===== src/hw/srlt_pkg.sv =====
// Constants, command kinds and table values for the read latency host.
// Assumes one clock domain; sck frequency is given in whole MHz by logic.
package srlt_pkg;

  // Frequency-limit bytes, which equal the limit in MHz
  localparam logic [7:0] SRLT_LIM_80  = 8'h50;
  localparam logic [7:0] SRLT_LIM_90  = 8'h5A;
  localparam logic [7:0] SRLT_LIM_104 = 8'h68;
  localparam logic [7:0] SRLT_LIM_133 = 8'h85;

  // Latency codes programmed into the flash
  localparam logic [1:0] SRLT_CODE_80  = 2'h0;
  localparam logic [1:0] SRLT_CODE_90  = 2'h1;
  localparam logic [1:0] SRLT_CODE_104 = 2'h2;
  localparam logic [1:0] SRLT_CODE_133 = 2'h2;

  // Mode and latency cycle counts
  localparam logic [7:0] SRLT_CYC_0     = 8'h00;
  localparam logic [7:0] SRLT_CYC_2     = 8'h02;
  localparam logic [7:0] SRLT_CYC_4     = 8'h04;
  localparam logic [7:0] SRLT_CYC_5     = 8'h05;
  localparam logic [7:0] SRLT_CYC_6     = 8'h06;
  localparam logic [7:0] SRLT_CYC_8     = 8'h08;
  localparam logic [7:0] SRLT_CYC_UNSUP = 8'hFF;

  // Read command kinds
  typedef enum logic [2:0] {
    SRLT_RD_PLAIN,
    SRLT_RD_FAST,
    SRLT_RD_DUAL_OUT,
    SRLT_RD_QUAD_OUT,
    SRLT_RD_DUAL_IO,
    SRLT_RD_QUAD_IO
  } srlt_cmd_t;

  // Rows of the table this host uses
  typedef enum logic [2:0] {
    SRLT_ROW_80,
    SRLT_ROW_90,
    SRLT_ROW_104,
    SRLT_ROW_133,
    SRLT_ROW_NONE
  } srlt_row_t;

endpackage : srlt_pkg


===== src/hw/srlt_host.sv =====
// Host-side read latency controller: picks the row, latches the code,
// and paces mode and latency cycles on serial clock ticks.
// Assumes sck_tick is a one-cycle pulse per serial clock on clk.
`timescale 1ns/1ps
module srlt_host
  import srlt_pkg::*;
(
  input  wire logic       clk,          // 25 MHz system clock
  input  wire logic       sys_rst,      // Synchronous reset, active high
  input  wire logic [7:0] sck_mhz,      // Serial clock rate in MHz
  input  wire logic       sck_tick,     // One pulse per serial clock cycle
  input  wire logic       req_valid,    // Read request
  input  wire srlt_cmd_t  req_cmd,      // Read command kind
  output logic            req_ready,    // Idle, request may be taken
  output logic      [1:0] lat_code,     // Code to program in the flash
  output logic            mode_phase,   // Host drives mode bits
  output logic            lat_phase,    // Dummy latency cycles running
  output logic            data_start,   // Pulse: device drives data next
  output logic            refused       // Pulse: command not allowed
);

  typedef enum logic [1:0] {ST_IDLE, ST_MODE, ST_LAT} srlt_state_t;

  srlt_state_t state;          // Sequencer state
  srlt_row_t   row;            // Row for current rate
  logic  [1:0] code;           // Looked-up latency code
  logic  [7:0] mode_cyc;       // Looked-up mode count
  logic  [7:0] lat_cyc;        // Looked-up latency count
  logic        supported;      // Lookup result usable
  logic  [7:0] mode_left;      // Mode cycles still to send
  logic  [7:0] lat_left;       // Latency cycles still to wait
  logic        accept;         // Request taken this cycle

  srlt_row_lookup u_lookup (
    .sck_mhz   (sck_mhz),
    .cmd       (req_cmd),
    .row       (row),
    .code      (code),
    .mode_cyc  (mode_cyc),
    .lat_cyc   (lat_cyc),
    .supported (supported)
  );

  // Handshake is combinational from the state
  assign req_ready  = (state == ST_IDLE);
  assign accept     = req_valid && req_ready;
  assign mode_phase = (state == ST_MODE);
  assign lat_phase  = (state == ST_LAT);

  // Sequencer: mode cycles first, then latency cycles
  always_ff @(posedge clk) begin
    if (sys_rst) begin
      state <= ST_IDLE;
    end else begin
      unique case (state)
        ST_IDLE: begin
          // insert listed cycles, skip mode if none; a zero latency count still waits 256 ticks
          if (accept && supported) begin
            state <= (mode_cyc == SRLT_CYC_0) ? ST_LAT : ST_MODE;
          end
        end
        ST_MODE: begin
          if (sck_tick && mode_left == 8'h01) state <= ST_LAT;
        end
        ST_LAT: begin
          if (sck_tick && lat_left == 8'h01) state <= ST_IDLE;
        end
      endcase
    end
  end

  // Cycle counters, loaded on an accepted and supported read
  always_ff @(posedge clk) begin
    if (sys_rst) begin
      mode_left <= 8'h00;
      lat_left  <= 8'h00;
    end else if (accept && supported) begin
      mode_left <= mode_cyc;
      lat_left  <= lat_cyc;
    end else if (sck_tick && state == ST_MODE) begin
      mode_left <= mode_left - 8'h01;
    end else if (sck_tick && state == ST_LAT) begin
      lat_left <= lat_left - 8'h01;
    end
  end

  // Latency code held until the next accepted and supported read
  always_ff @(posedge clk) begin
    if (sys_rst) begin
      lat_code <= SRLT_CODE_80;
    end else if (accept && supported) begin
      lat_code <= code;
    end
  end

  // One-cycle outcome pulses
  always_ff @(posedge clk) begin
    if (sys_rst) begin
      data_start <= 1'b0;
      refused    <= 1'b0;
    end else begin
      data_start <= (state == ST_LAT) && sck_tick && (lat_left == 8'h01);
      refused    <= accept && !supported;
    end
  end

  // Helper: ticks spent and total expected, for checks only
  logic [8:0] tick_cnt;
  logic [8:0] tick_exp;
  always_ff @(posedge clk) begin
    if (sys_rst) begin
      tick_cnt <= 9'h000;
      tick_exp <= 9'h000;
    end else if (accept && supported) begin
      tick_cnt <= 9'h000;
      tick_exp <= {1'b0, mode_cyc} + {1'b0, lat_cyc};
    end else if (sck_tick && state != ST_IDLE) begin
      tick_cnt <= tick_cnt + 9'h001;
    end
  end

  logic ok;
  assign ok = accept && supported;
endmodule : srlt_host


===== src/hw/srlt_row_lookup.sv =====
// Combinational lookup of row, latency code and cycle counts.
// Assumes sck_mhz and cmd are stable logic signals on the caller's clock.
`timescale 1ns/1ps
module srlt_row_lookup
  import srlt_pkg::*;
(
  input  wire logic [7:0] sck_mhz,     // Serial clock rate in MHz
  input  wire srlt_cmd_t  cmd,         // Read command kind
  output srlt_row_t       row,         // Chosen row
  output logic      [1:0] code,        // Latency code of that row
  output logic      [7:0] mode_cyc,    // Mode cycles, FFh if unsupported
  output logic      [7:0] lat_cyc,     // Latency cycles, FFh if unsupported
  output logic            supported    // Command usable at this rate
);

  function automatic srlt_row_t pick_row(input logic [7:0] mhz);
    if (mhz <= SRLT_LIM_80)       pick_row = SRLT_ROW_80;
    else if (mhz <= SRLT_LIM_90)  pick_row = SRLT_ROW_90;
    else if (mhz <= SRLT_LIM_104) pick_row = SRLT_ROW_104;
    else if (mhz <= SRLT_LIM_133) pick_row = SRLT_ROW_133;
    else                          pick_row = SRLT_ROW_NONE;
  endfunction : pick_row

  // Table entry: {mode, latency} for one row and command
  function automatic logic [15:0] entry(input srlt_row_t r, input srlt_cmd_t c);
    entry = {SRLT_CYC_UNSUP, SRLT_CYC_UNSUP};
    unique case (r)
      SRLT_ROW_80: begin
        unique case (c)
          // plain read only row that allows it
          SRLT_RD_PLAIN:   entry = {SRLT_CYC_0, SRLT_CYC_0};
          SRLT_RD_DUAL_IO: entry = {SRLT_CYC_0, SRLT_CYC_4};
          SRLT_RD_QUAD_IO: entry = {SRLT_CYC_2, SRLT_CYC_4};
          default:         entry = {SRLT_CYC_0, SRLT_CYC_8};
        endcase
      end
      SRLT_ROW_90: begin
        unique case (c)
          SRLT_RD_PLAIN:   entry = {SRLT_CYC_UNSUP, SRLT_CYC_UNSUP};
          SRLT_RD_DUAL_IO: entry = {SRLT_CYC_0, SRLT_CYC_5};
          SRLT_RD_QUAD_IO: entry = {SRLT_CYC_2, SRLT_CYC_4};
          default:         entry = {SRLT_CYC_0, SRLT_CYC_8};
        endcase
      end
      SRLT_ROW_104: begin
        unique case (c)
          SRLT_RD_PLAIN:   entry = {SRLT_CYC_UNSUP, SRLT_CYC_UNSUP};
          SRLT_RD_DUAL_IO: entry = {SRLT_CYC_0, SRLT_CYC_6};
          SRLT_RD_QUAD_IO: entry = {SRLT_CYC_2, SRLT_CYC_5};
          default:         entry = {SRLT_CYC_0, SRLT_CYC_8};
        endcase
      end
      SRLT_ROW_133: begin
        if (c == SRLT_RD_FAST) entry = {SRLT_CYC_0, SRLT_CYC_8};
      end
      default: entry = {SRLT_CYC_UNSUP, SRLT_CYC_UNSUP};
    endcase
  endfunction : entry

  logic [15:0] ent;  // Selected table entry

  // Row, code and counts
  always_comb begin
    row = pick_row(sck_mhz);
    ent = entry(row, cmd);
    unique case (row)
      SRLT_ROW_80:  code = SRLT_CODE_80;
      SRLT_ROW_90:  code = SRLT_CODE_90;
      SRLT_ROW_104: code = SRLT_CODE_104;
      default:      code = SRLT_CODE_133;
    endcase
    mode_cyc  = ent[15:8];
    lat_cyc   = ent[7:0];
    // Unsupported marked by FFh in both fields
    supported = (ent != {SRLT_CYC_UNSUP, SRLT_CYC_UNSUP});
  end

endmodule : srlt_row_lookup


===== config.mk =====
export PLATFORM = sky130hd
export DESIGN_NAME = srlt_host
export DESIGN_NICKNAME = d
export VERILOG_FILES = /design/src/hw/srlt_pkg.sv /design/src/hw/srlt_host.sv /design/src/hw/srlt_row_lookup.sv
export SDC_FILE = /design/constraint.sdc
export NUM_CORES = 1
export LEC_CHECK = 0
export BUFFER_PORTS_ARGS = -buffer_cell sky130_fd_sc_hd__buf_2
export CAP_MARGIN = 10
export CORE_ASPECT_RATIO = 1.1
export CORE_MARGIN = 4
export CORE_UTILIZATION = 50
export CTS_BUF_LIST = sky130_fd_sc_hd__clkbuf_4
export DETAILED_ROUTE_END_ITERATION = 10
export GPL_ROUTABILITY_DRIVEN = 0
export PLACE_DENSITY_LB_ADDON = 0.1
export SYNTH_ARGS = -nofsm -noshare
export SYNTH_HDL_FRONTEND = slang
export SYNTH_SLANG_ARGS = --single-unit

===== constraint.sdc =====
create_clock -name clk -period 2.75 [get_ports clk]
set_input_delay 0.275 -clock clk [delete_from_list [all_inputs] [get_ports clk]]
set_output_delay 0.275 -clock clk [all_outputs]
set_load 0.02 [all_outputs]

# Word level (Yosys, flattened, before mapping)

Index checks and enable logic that the tools add are counted.

Word-level logic and storage cells: 64
RAM bits: 0
Memories: 0
Bits in read-only memories: 0
Output and inout bits: 7
Latch bits: 0
Input port bits: 15
Bits in registers: 22

Shifts and indexed selects: 0
Order comparisons: 4
Multiplexer cells: 20
Bitwise operators: 0
Reductions and logical operators: 17
$add $sub $neg: 2
Eq/ne operators: 15
Multipliers: 0
Div/mod/pow operators: 0

Operators with widths:

| operator             | number |
|---|---|
| $pmux 16 s3          | 2 |
| $pmux 16 s4          | 1 |
| $mux 8               | 5 |
| $pmux 10 s3          | 1 |
| $le 8x7->1 const B   | 3 |
| $eq 8x1->1 const B   | 2 |
| $mux 16              | 1 |
| $ne 16x16->1 const B | 1 |
| $sub 8x1->8 const B  | 2 |
| $mux 3               | 4 |
| $le 8x8->1 const B   | 1 |
| $logic_and 1x1->1    | 8 |
| $logic_not 8->1      | 1 |
| $mux 2               | 4 |
| $eq 3x1->1 const B   | 2 |
| $eq 3x2->1 const B   | 2 |
| $eq 3x3->1 const B   | 2 |
| $logic_not 3->1      | 2 |
| $ne 2x1->1 const B   | 3 |
| $pmux 2 s3           | 1 |
| $pmux 2 s2           | 1 |
| $reduce_bool 2->1    | 2 |
| $reduce_and 3->1     | 1 |
| $eq 2x1->1 const B   | 1 |
| 5 further kinds      | 5 |

# Longest topological paths before layout

Gate-level depths: netlist (run 1).

Word-level depth: 11
Gate-level depth with buffers: 8
Mapped depth without buffers: 8

# By module

A second synthesis (run 1) with hierarchy kept.

Cell total of the unflattened synthesis: 199
Area, all modules: 1,611.5 um^2

By module, submodules not included:

| module          | sequential area each (um^2) | area each (um^2) | cells each | instances |
|---|---|---|---|---|
| srlt_host       | 440.4                       | 1,191.1          | 138        | 1 |
| srlt_row_lookup | 0.0                         | 420.4            | 61         | 1 |

# Worst setup path before layout (run 1)

No wires, ideal clock.

Kind: register -> register
Start: register lat_left[2]
End: register state[1]
Cell stages (with the launch flop): 7
Required time: 2.614 ns
Slack: 0.483 ns
Arrival: 2.131 ns
Setup time: 0.136 ns
Buffers on the path: 0
Period minus slack after synthesis: 2.267 ns
Path through: dfxtp_1 or4_4 or4_4 a22oi_4 o2111ai_4 a222oi_1 a311oi_1

Cells in the longest elaborated chain, start to end: 4

Ends and longest elaborated chain:

| what                       | RTL line        | RTL |
|---|---|---|
| start: declaration         | srlt_host.sv:31 | `logic [7:0] lat_left;` |
| start signal: assignment   | srlt_host.sv:79 | `lat_left <= lat_cyc;` |
| start signal: assignment   | srlt_host.sv:83 | `lat_left <= lat_left - 8'h01;` |
| $eq 8x1->1                 | srlt_host.sv:66 | `if (sck_tick && lat_left == 8'h01) state <= ST_IDLE;` |
| $logic_and 1x1->1          | srlt_host.sv:66 |  |
| $ne 2x1->1 (no line)       | -               |  |
| $reduce_and 3->1 (no line) | -               |  |
| end signal: assignment     | srlt_host.sv:59 | `state <= (mode_cyc == SRLT_CYC_0) ? ST_LAT : ST_MODE;` |
| end: declaration           | srlt_host.sv:24 | `srlt_state_t state;` |

Every way passes these cells.
A chain may end at the register's enable or synchronous reset.

# Worst setup path after layout (run 1)

Same ends and word-level chain as after synthesis.

==> flow_metrics.env, run 1 <==
export IMPL_drtAntennaViolNets=0
export IMPL_power_mw=1.159
export IMPL_path_class="register to register"
export IMPL_final_common_cell="nor2_1"
export IMPL_syn_avg_cell_area_um2=8.408
export IMPL_dr_pass1_iters=4
export IMPL_power_density_nw_per_um2=731.3
export IMPL_grt_setup_unrepaired="no"
export IMPL_grt_pass1_vias=1354
export IMPL_vias_per_cell=5.964
export IMPL_register_area_um2=440.4
export IMPL_syn_inst=168
export IMPL_final_layout_size_suffix_gt1_share_pct=17.80
export IMPL_post_cts_setup_buffers=0
export IMPL_cts_clk_slew_worst_paths_ps=120
export IMPL_vias=1324
export IMPL_grt_pass1_wl_um=5699
export IMPL_chipHeight_um=63.75
export IMPL_hp_class="primary input to register"
export IMPL_antenna_found_initial=0
export IMPL_final_cell_mix="nor2_1 (24), dfxtp_1 (22), buf_2 (21)"
export IMPL_cts_resized=0
export IMPL_wire_per_inst_um=14.63
export IMPL_initial_utilization_pct=54.51
export IMPL_slew_violations=0
export IMPL_p_leak_nw=0.6301
export IMPL_ios=22
export IMPL_tightest_slew_ps=571.6
export IMPL_routed_wl_um=3248
export IMPL_cp_max_fo=5
export IMPL_hold_violations=0
export IMPL_ys_flop_type="dfxtp_1"
export IMPL_nets=214
export IMPL_cts_buffers=3
export IMPL_grt_max_degree=13
export IMPL_cts_root_buf="clkbuf_4"
export IMPL_worstSkewPairLatency_ps=300
export IMPL_syn_nets=190
export IMPL_clockBufferDepth=2
export IMPL_drtIter0Drc=31
export IMPL_r2r_cells=6
export IMPL_multi_input_area_um2=922.1
export IMPL_h_tree_depth=1
export IMPL_syn_area_um2=1413
export IMPL_yosysUniqueCellTypes=49
export IMPL_synth_edf_count=0
export IMPL_yosysSeqAreaShare_pct=31.18
export IMPL_critPathArrivalTime_ps=2650
export IMPL_max_vdd_ir_drop_v=0.0006329
export IMPL_finClkSkew_ps=2.674
export IMPL_hpwl_um=2575
export IMPL_max_slew_margin_pct=61.54
export IMPL_drv_cap=0
export IMPL_grt_usage_pct=19.00
export IMPL_crit_path_start_kind="register"
export IMPL_ys_ff_latch=22
export IMPL_pre_cts_ws_ps=308.2
export IMPL_numPortBuffers=21
export IMPL_drc=0
export IMPL_fp_dieW_um=58.68
export IMPL_setup_ws_ps=280.2
export IMPL_ys_warn_count=0
export IMPL_grt_overflow=0
export IMPL_die_area_um2=3741
export IMPL_fmax_ghz=0.4049
export IMPL_cts_sinks=22
export IMPL_cts_tree="built"
export IMPL_end_kind="register"
export IMPL_hold_buffers=0
export IMPL_finalSetupViolCount=0
export IMPL_cp_required_ps=2930
export IMPL_area_delta_synth_final_pct=12.22
export IMPL_min_path_cells=3
export IMPL_core_um2=2591
export IMPL_fin_setup_tns_ps=0
export IMPL_finalCriticalPeriod_ps=2470
export IMPL_n_fill_cell=243
export IMPL_synth_async_reset_ratio_pct=0
export IMPL_num_rows=19
export IMPL_fin_crit_sh_pct=89.81
export IMPL_status="finished clean"
export IMPL_diodes=0
[report_power, final]
| part | internal, mW | switching (mW) |
|---|---|---|
| registers | 0.387 | 0.0554 |
| clock network | 0.0528 | 0.0936 |
| logic | 0.252 | 0.319 |
[final timing paths]
kind | from | to | slack (ps)
hold reg to reg | lat_code[1] | lat_code[1] | 480
setup / recovery | lat_left[2] | state[1] | 280
hold / removal | req_valid | refused | 210
setup reg to reg | lat_left[2] | state[1] | 280
[registers in the layout, indices dropped and copies added, names as in the netlist]
| name | cells |
|---|---|
| data_start | 1 |
| mode_left | 8 |
| refused | 1 |
| lat_code | 2 |
| state | 2 |
| lat_left | 8 |
[layout make-up]
class / count / area share [%]
multi-input combinational: 133 / 58.17
timing repair buffer: 24 / 8.050
clock buffer: 3 / 1.421
tap: 31 / 2.447
clock inverter: 1 / 0.2368
inverter: 8 / 1.894
sequential: 22 / 27.78
[cell families after synthesis]
| family | count (synthesis) | share of synthesized area (%) |
|---|---|---|
| and+or+nand+nor | 67 | 25.42 |
| AOI/OAI and AO/OA | 44 | 24.36 |
| DFF | 22 | 31.18 |
| xor gates and xnor gates | 15 | 9.300 |
| buffers and inverters | 13 | 3.542 |
| adders and majority gates | 7 | 6.200 |
[synth_stat cells (6+ instances only)]
| master | number | area, um2 |
|---|---|---|
| inv_1 | 8 | 30.03 |
| nor2_1 | 24 | 90.09 |
| ha_1 | 7 | 87.58 |
| nor3_1 | 6 | 30.03 |
| o21ai_0 | 10 | 50.05 |
| xnor2_1 | 11 | 96.34 |
| nand2_1 | 8 | 30.03 |
| dfxtp_1 | 22 | 440.4 |
| a21oi_1 | 9 | 45.04 |
[per-stage QoR]
step	hold slack [ps]	instances	utilization, %	area, um2
6_report	214.0	222	61.18	1585
5_1_grt	225.4	222	61.18	1585
4_1_cts	208.1	222	61.18	1585
3_5_place_dp	474.4	218	60.16	1559
3_3_place_gp	462.7	218	60.16	1559
2_1_floorplan	402.4	168	-	1413
[layer usage]
metal  wire length [um]  track usage, %
met1               1337           21.31
met2               1737           35.89
met5                  0               0
met4                 44           5.949
met3                129           2.817
[worst max-delay path: stages (launching register included)]
cell and delay, ps:
dfxtp_1 370, or4_4 560, or4_4 520, a22oi_4 250, o2111ai_4 180, a222oi_1 380
a311oi_1 90
No activity file was read; power rests on OpenSTA's default activity.
==> run 2, diff against run 1 <==
Settings changed: CORE_ASPECT_RATIO 1.1 to 1.2.
==> run 2 against run 1 <==
  * Register-to-register slack better by 20 ps
  * Routed wire length is 0.22% lower
  * Sequential share of layout area hardly changed
  * Core utilization is 0.89 points lower
  * Highest routed layer unchanged
  * Power is 0.64% lower
  * Critical path type unchanged
  * Clock skew hardly changed
  * Setup slack better by 19 ps
==> flow_metrics.env, run 2 (same netlist as run 1, synthesis figures left out) <==
export IMPL_slew_violations=0
export IMPL_area_delta_synth_final_pct=12.13
export IMPL_grt_usage_pct=19.49
export IMPL_tightest_slew_ps=533.4
export IMPL_r2r_cells=6
export IMPL_worstReg2RegEnd="state[1]"
export IMPL_drtIter0Drc=33
export IMPL_reg2reg_from="lat_left[2]"
export IMPL_worstSkewPairLatency_ps=290
export IMPL_fin_setup_tns_ps=0
export IMPL_diodes=0
export IMPL_power_density_nw_per_um2=727.2
export IMPL_ios=22
export IMPL_grt_overflow=0
export IMPL_antenna_found_initial=0
export IMPL_fin_crit_sh_pct=89.14
export IMPL_holdWs_ps=224.9
export IMPL_max_vdd_ir_drop_v=0.0005506
export IMPL_cts_tree="built"
export IMPL_hpwl_um=2533
export IMPL_chipHeight_um=66.23
export IMPL_grt_pass1_wl_um=5913
export IMPL_die_area_um2=3743
export IMPL_finalCriticalPeriod_ps=2451
export IMPL_largest_registers="lat_left (8), mode_left (8)"
export IMPL_num_rows=20
export IMPL_cts_buffers=3
export IMPL_fp_dieW_um=56.52
export IMPL_hold_violations=0
export IMPL_drc=0
export IMPL_critPathArrivalTime_ps=2630
export IMPL_crit_path_start_kind="register"
export IMPL_final_common_cell="nor2_1"
export IMPL_final_cell_mix="nor2_1 (24), dfxtp_1 (22), buf_2 (21)"
export IMPL_dr_pass1_iters=4
export IMPL_cp_required_ps=2930
export IMPL_h_tree_depth=1
export IMPL_grt_max_degree=13
export IMPL_cts_clk_slew_worst_paths_ps=120
export IMPL_p_leak_nw=0.6285
export IMPL_nets=214
export IMPL_numPortBuffers=21
export IMPL_drv_cap=0
export IMPL_clockBufferDepth=2
export IMPL_grt_setup_unrepaired="no"
export IMPL_initial_utilization_pct=53.76
export IMPL_fin_util_pct=60.29
export IMPL_cts_root_buf="clkbuf_4"
export IMPL_wire_per_inst_um=14.53
export IMPL_finalSetupViolCount=0
export IMPL_hold_buffers=0
export IMPL_vias_per_cell=5.897
export IMPL_post_cts_setup_buffers=0
export IMPL_endpoint="state[1]"
export IMPL_drtAntennaViolNets=0
export IMPL_finClkSkew_ps=2.979
export IMPL_cp_max_fo=5
export IMPL_cts_resized=0
export IMPL_end_kind="register"
export IMPL_startpoint="lat_left[2]"
export IMPL_routed_wl_um=3241
export IMPL_fmax_ghz=0.4079
export IMPL_final_layout_size_suffix_gt1_share_pct=17.89
export IMPL_status="finished clean"
export IMPL_vias=1315
export IMPL_grt_pass1_vias=1429
export IMPL_cts_sinks=22
export IMPL_max_slew_margin_pct=63.96
export IMPL_path_class="register to register"
export IMPL_core_um2=2628
export IMPL_hp_class="primary input to register"
export IMPL_r2r_setup_slack_ps=300
-- run 2: power breakdown --
group | leakage (nW) | internal [mW] | switching, mW
Sequential | 0.179 | 0.387 | 0.0547
Combinational | 0.436 | 0.251 | 0.319
Clock | 0.0138 | 0.0509 | 0.0899
-- run 2: cell type report --
| cell class | count | area, um2 |
|---|---|---|
| clock buffers | 3 | 22.52 |
| fillers | 251 | 1044 |
| inverters | 8 | 30.03 |
| multi-input cells | 133 | 922.1 |
| flip-flops and latches | 22 | 440.4 |
| well taps | 33 | 41.29 |
| repair buffers | 24 | 127.6 |
-- run 2: worst min-delay path by stage --
stage           startpoint     endpoint  slack (ps)  depth (start not counted)
2_1_floorplan    req_valid      refused         400                          2
3_3_place_gp   lat_code[1]  lat_code[1]         460                          2
3_5_place_dp   lat_code[1]  lat_code[1]         480                          2
4_1_cts          req_valid      refused         220                          3
5_1_grt          req_valid      refused         240                          3
6_report         req_valid      refused         220                          3
-- run 2: worst max-delay path, stage by stage (launching register included) --
cell and delay [ps]:
dfxtp_1 370, or4_4 560, or4_4 510, a22oi_4 240, o2111ai_4 170, a222oi_1 390, a311oi_1 90
-- run 2: per-stage QoR --
step	instances	instance area, um2	setup slack (ps)	total power, mW
floorplan	168	1413	483.2	0.8779
global placement	220	1562	419.9	0.9893
detailed placement	220	1562	336.0	1.014
CTS	223	1584	317.9	1.157
global route	223	1584	239.5	1.256
finish	223	1584	298.7	1.152
-- run 2: routing by layer --
metal | vias up | wire, um | track usage (%) | share of wire, %
met5 | - | 0 | 0 | 0
met4 | 0 | 39 | 8.012 | 1.2
met3 | 5 | 166 | 2.734 | 5.1
met2 | 36 | 1666 | 37.86 | 51
met1 | 613 | 1369 | 20.61 | 42
li1 | 661 | - | - | -
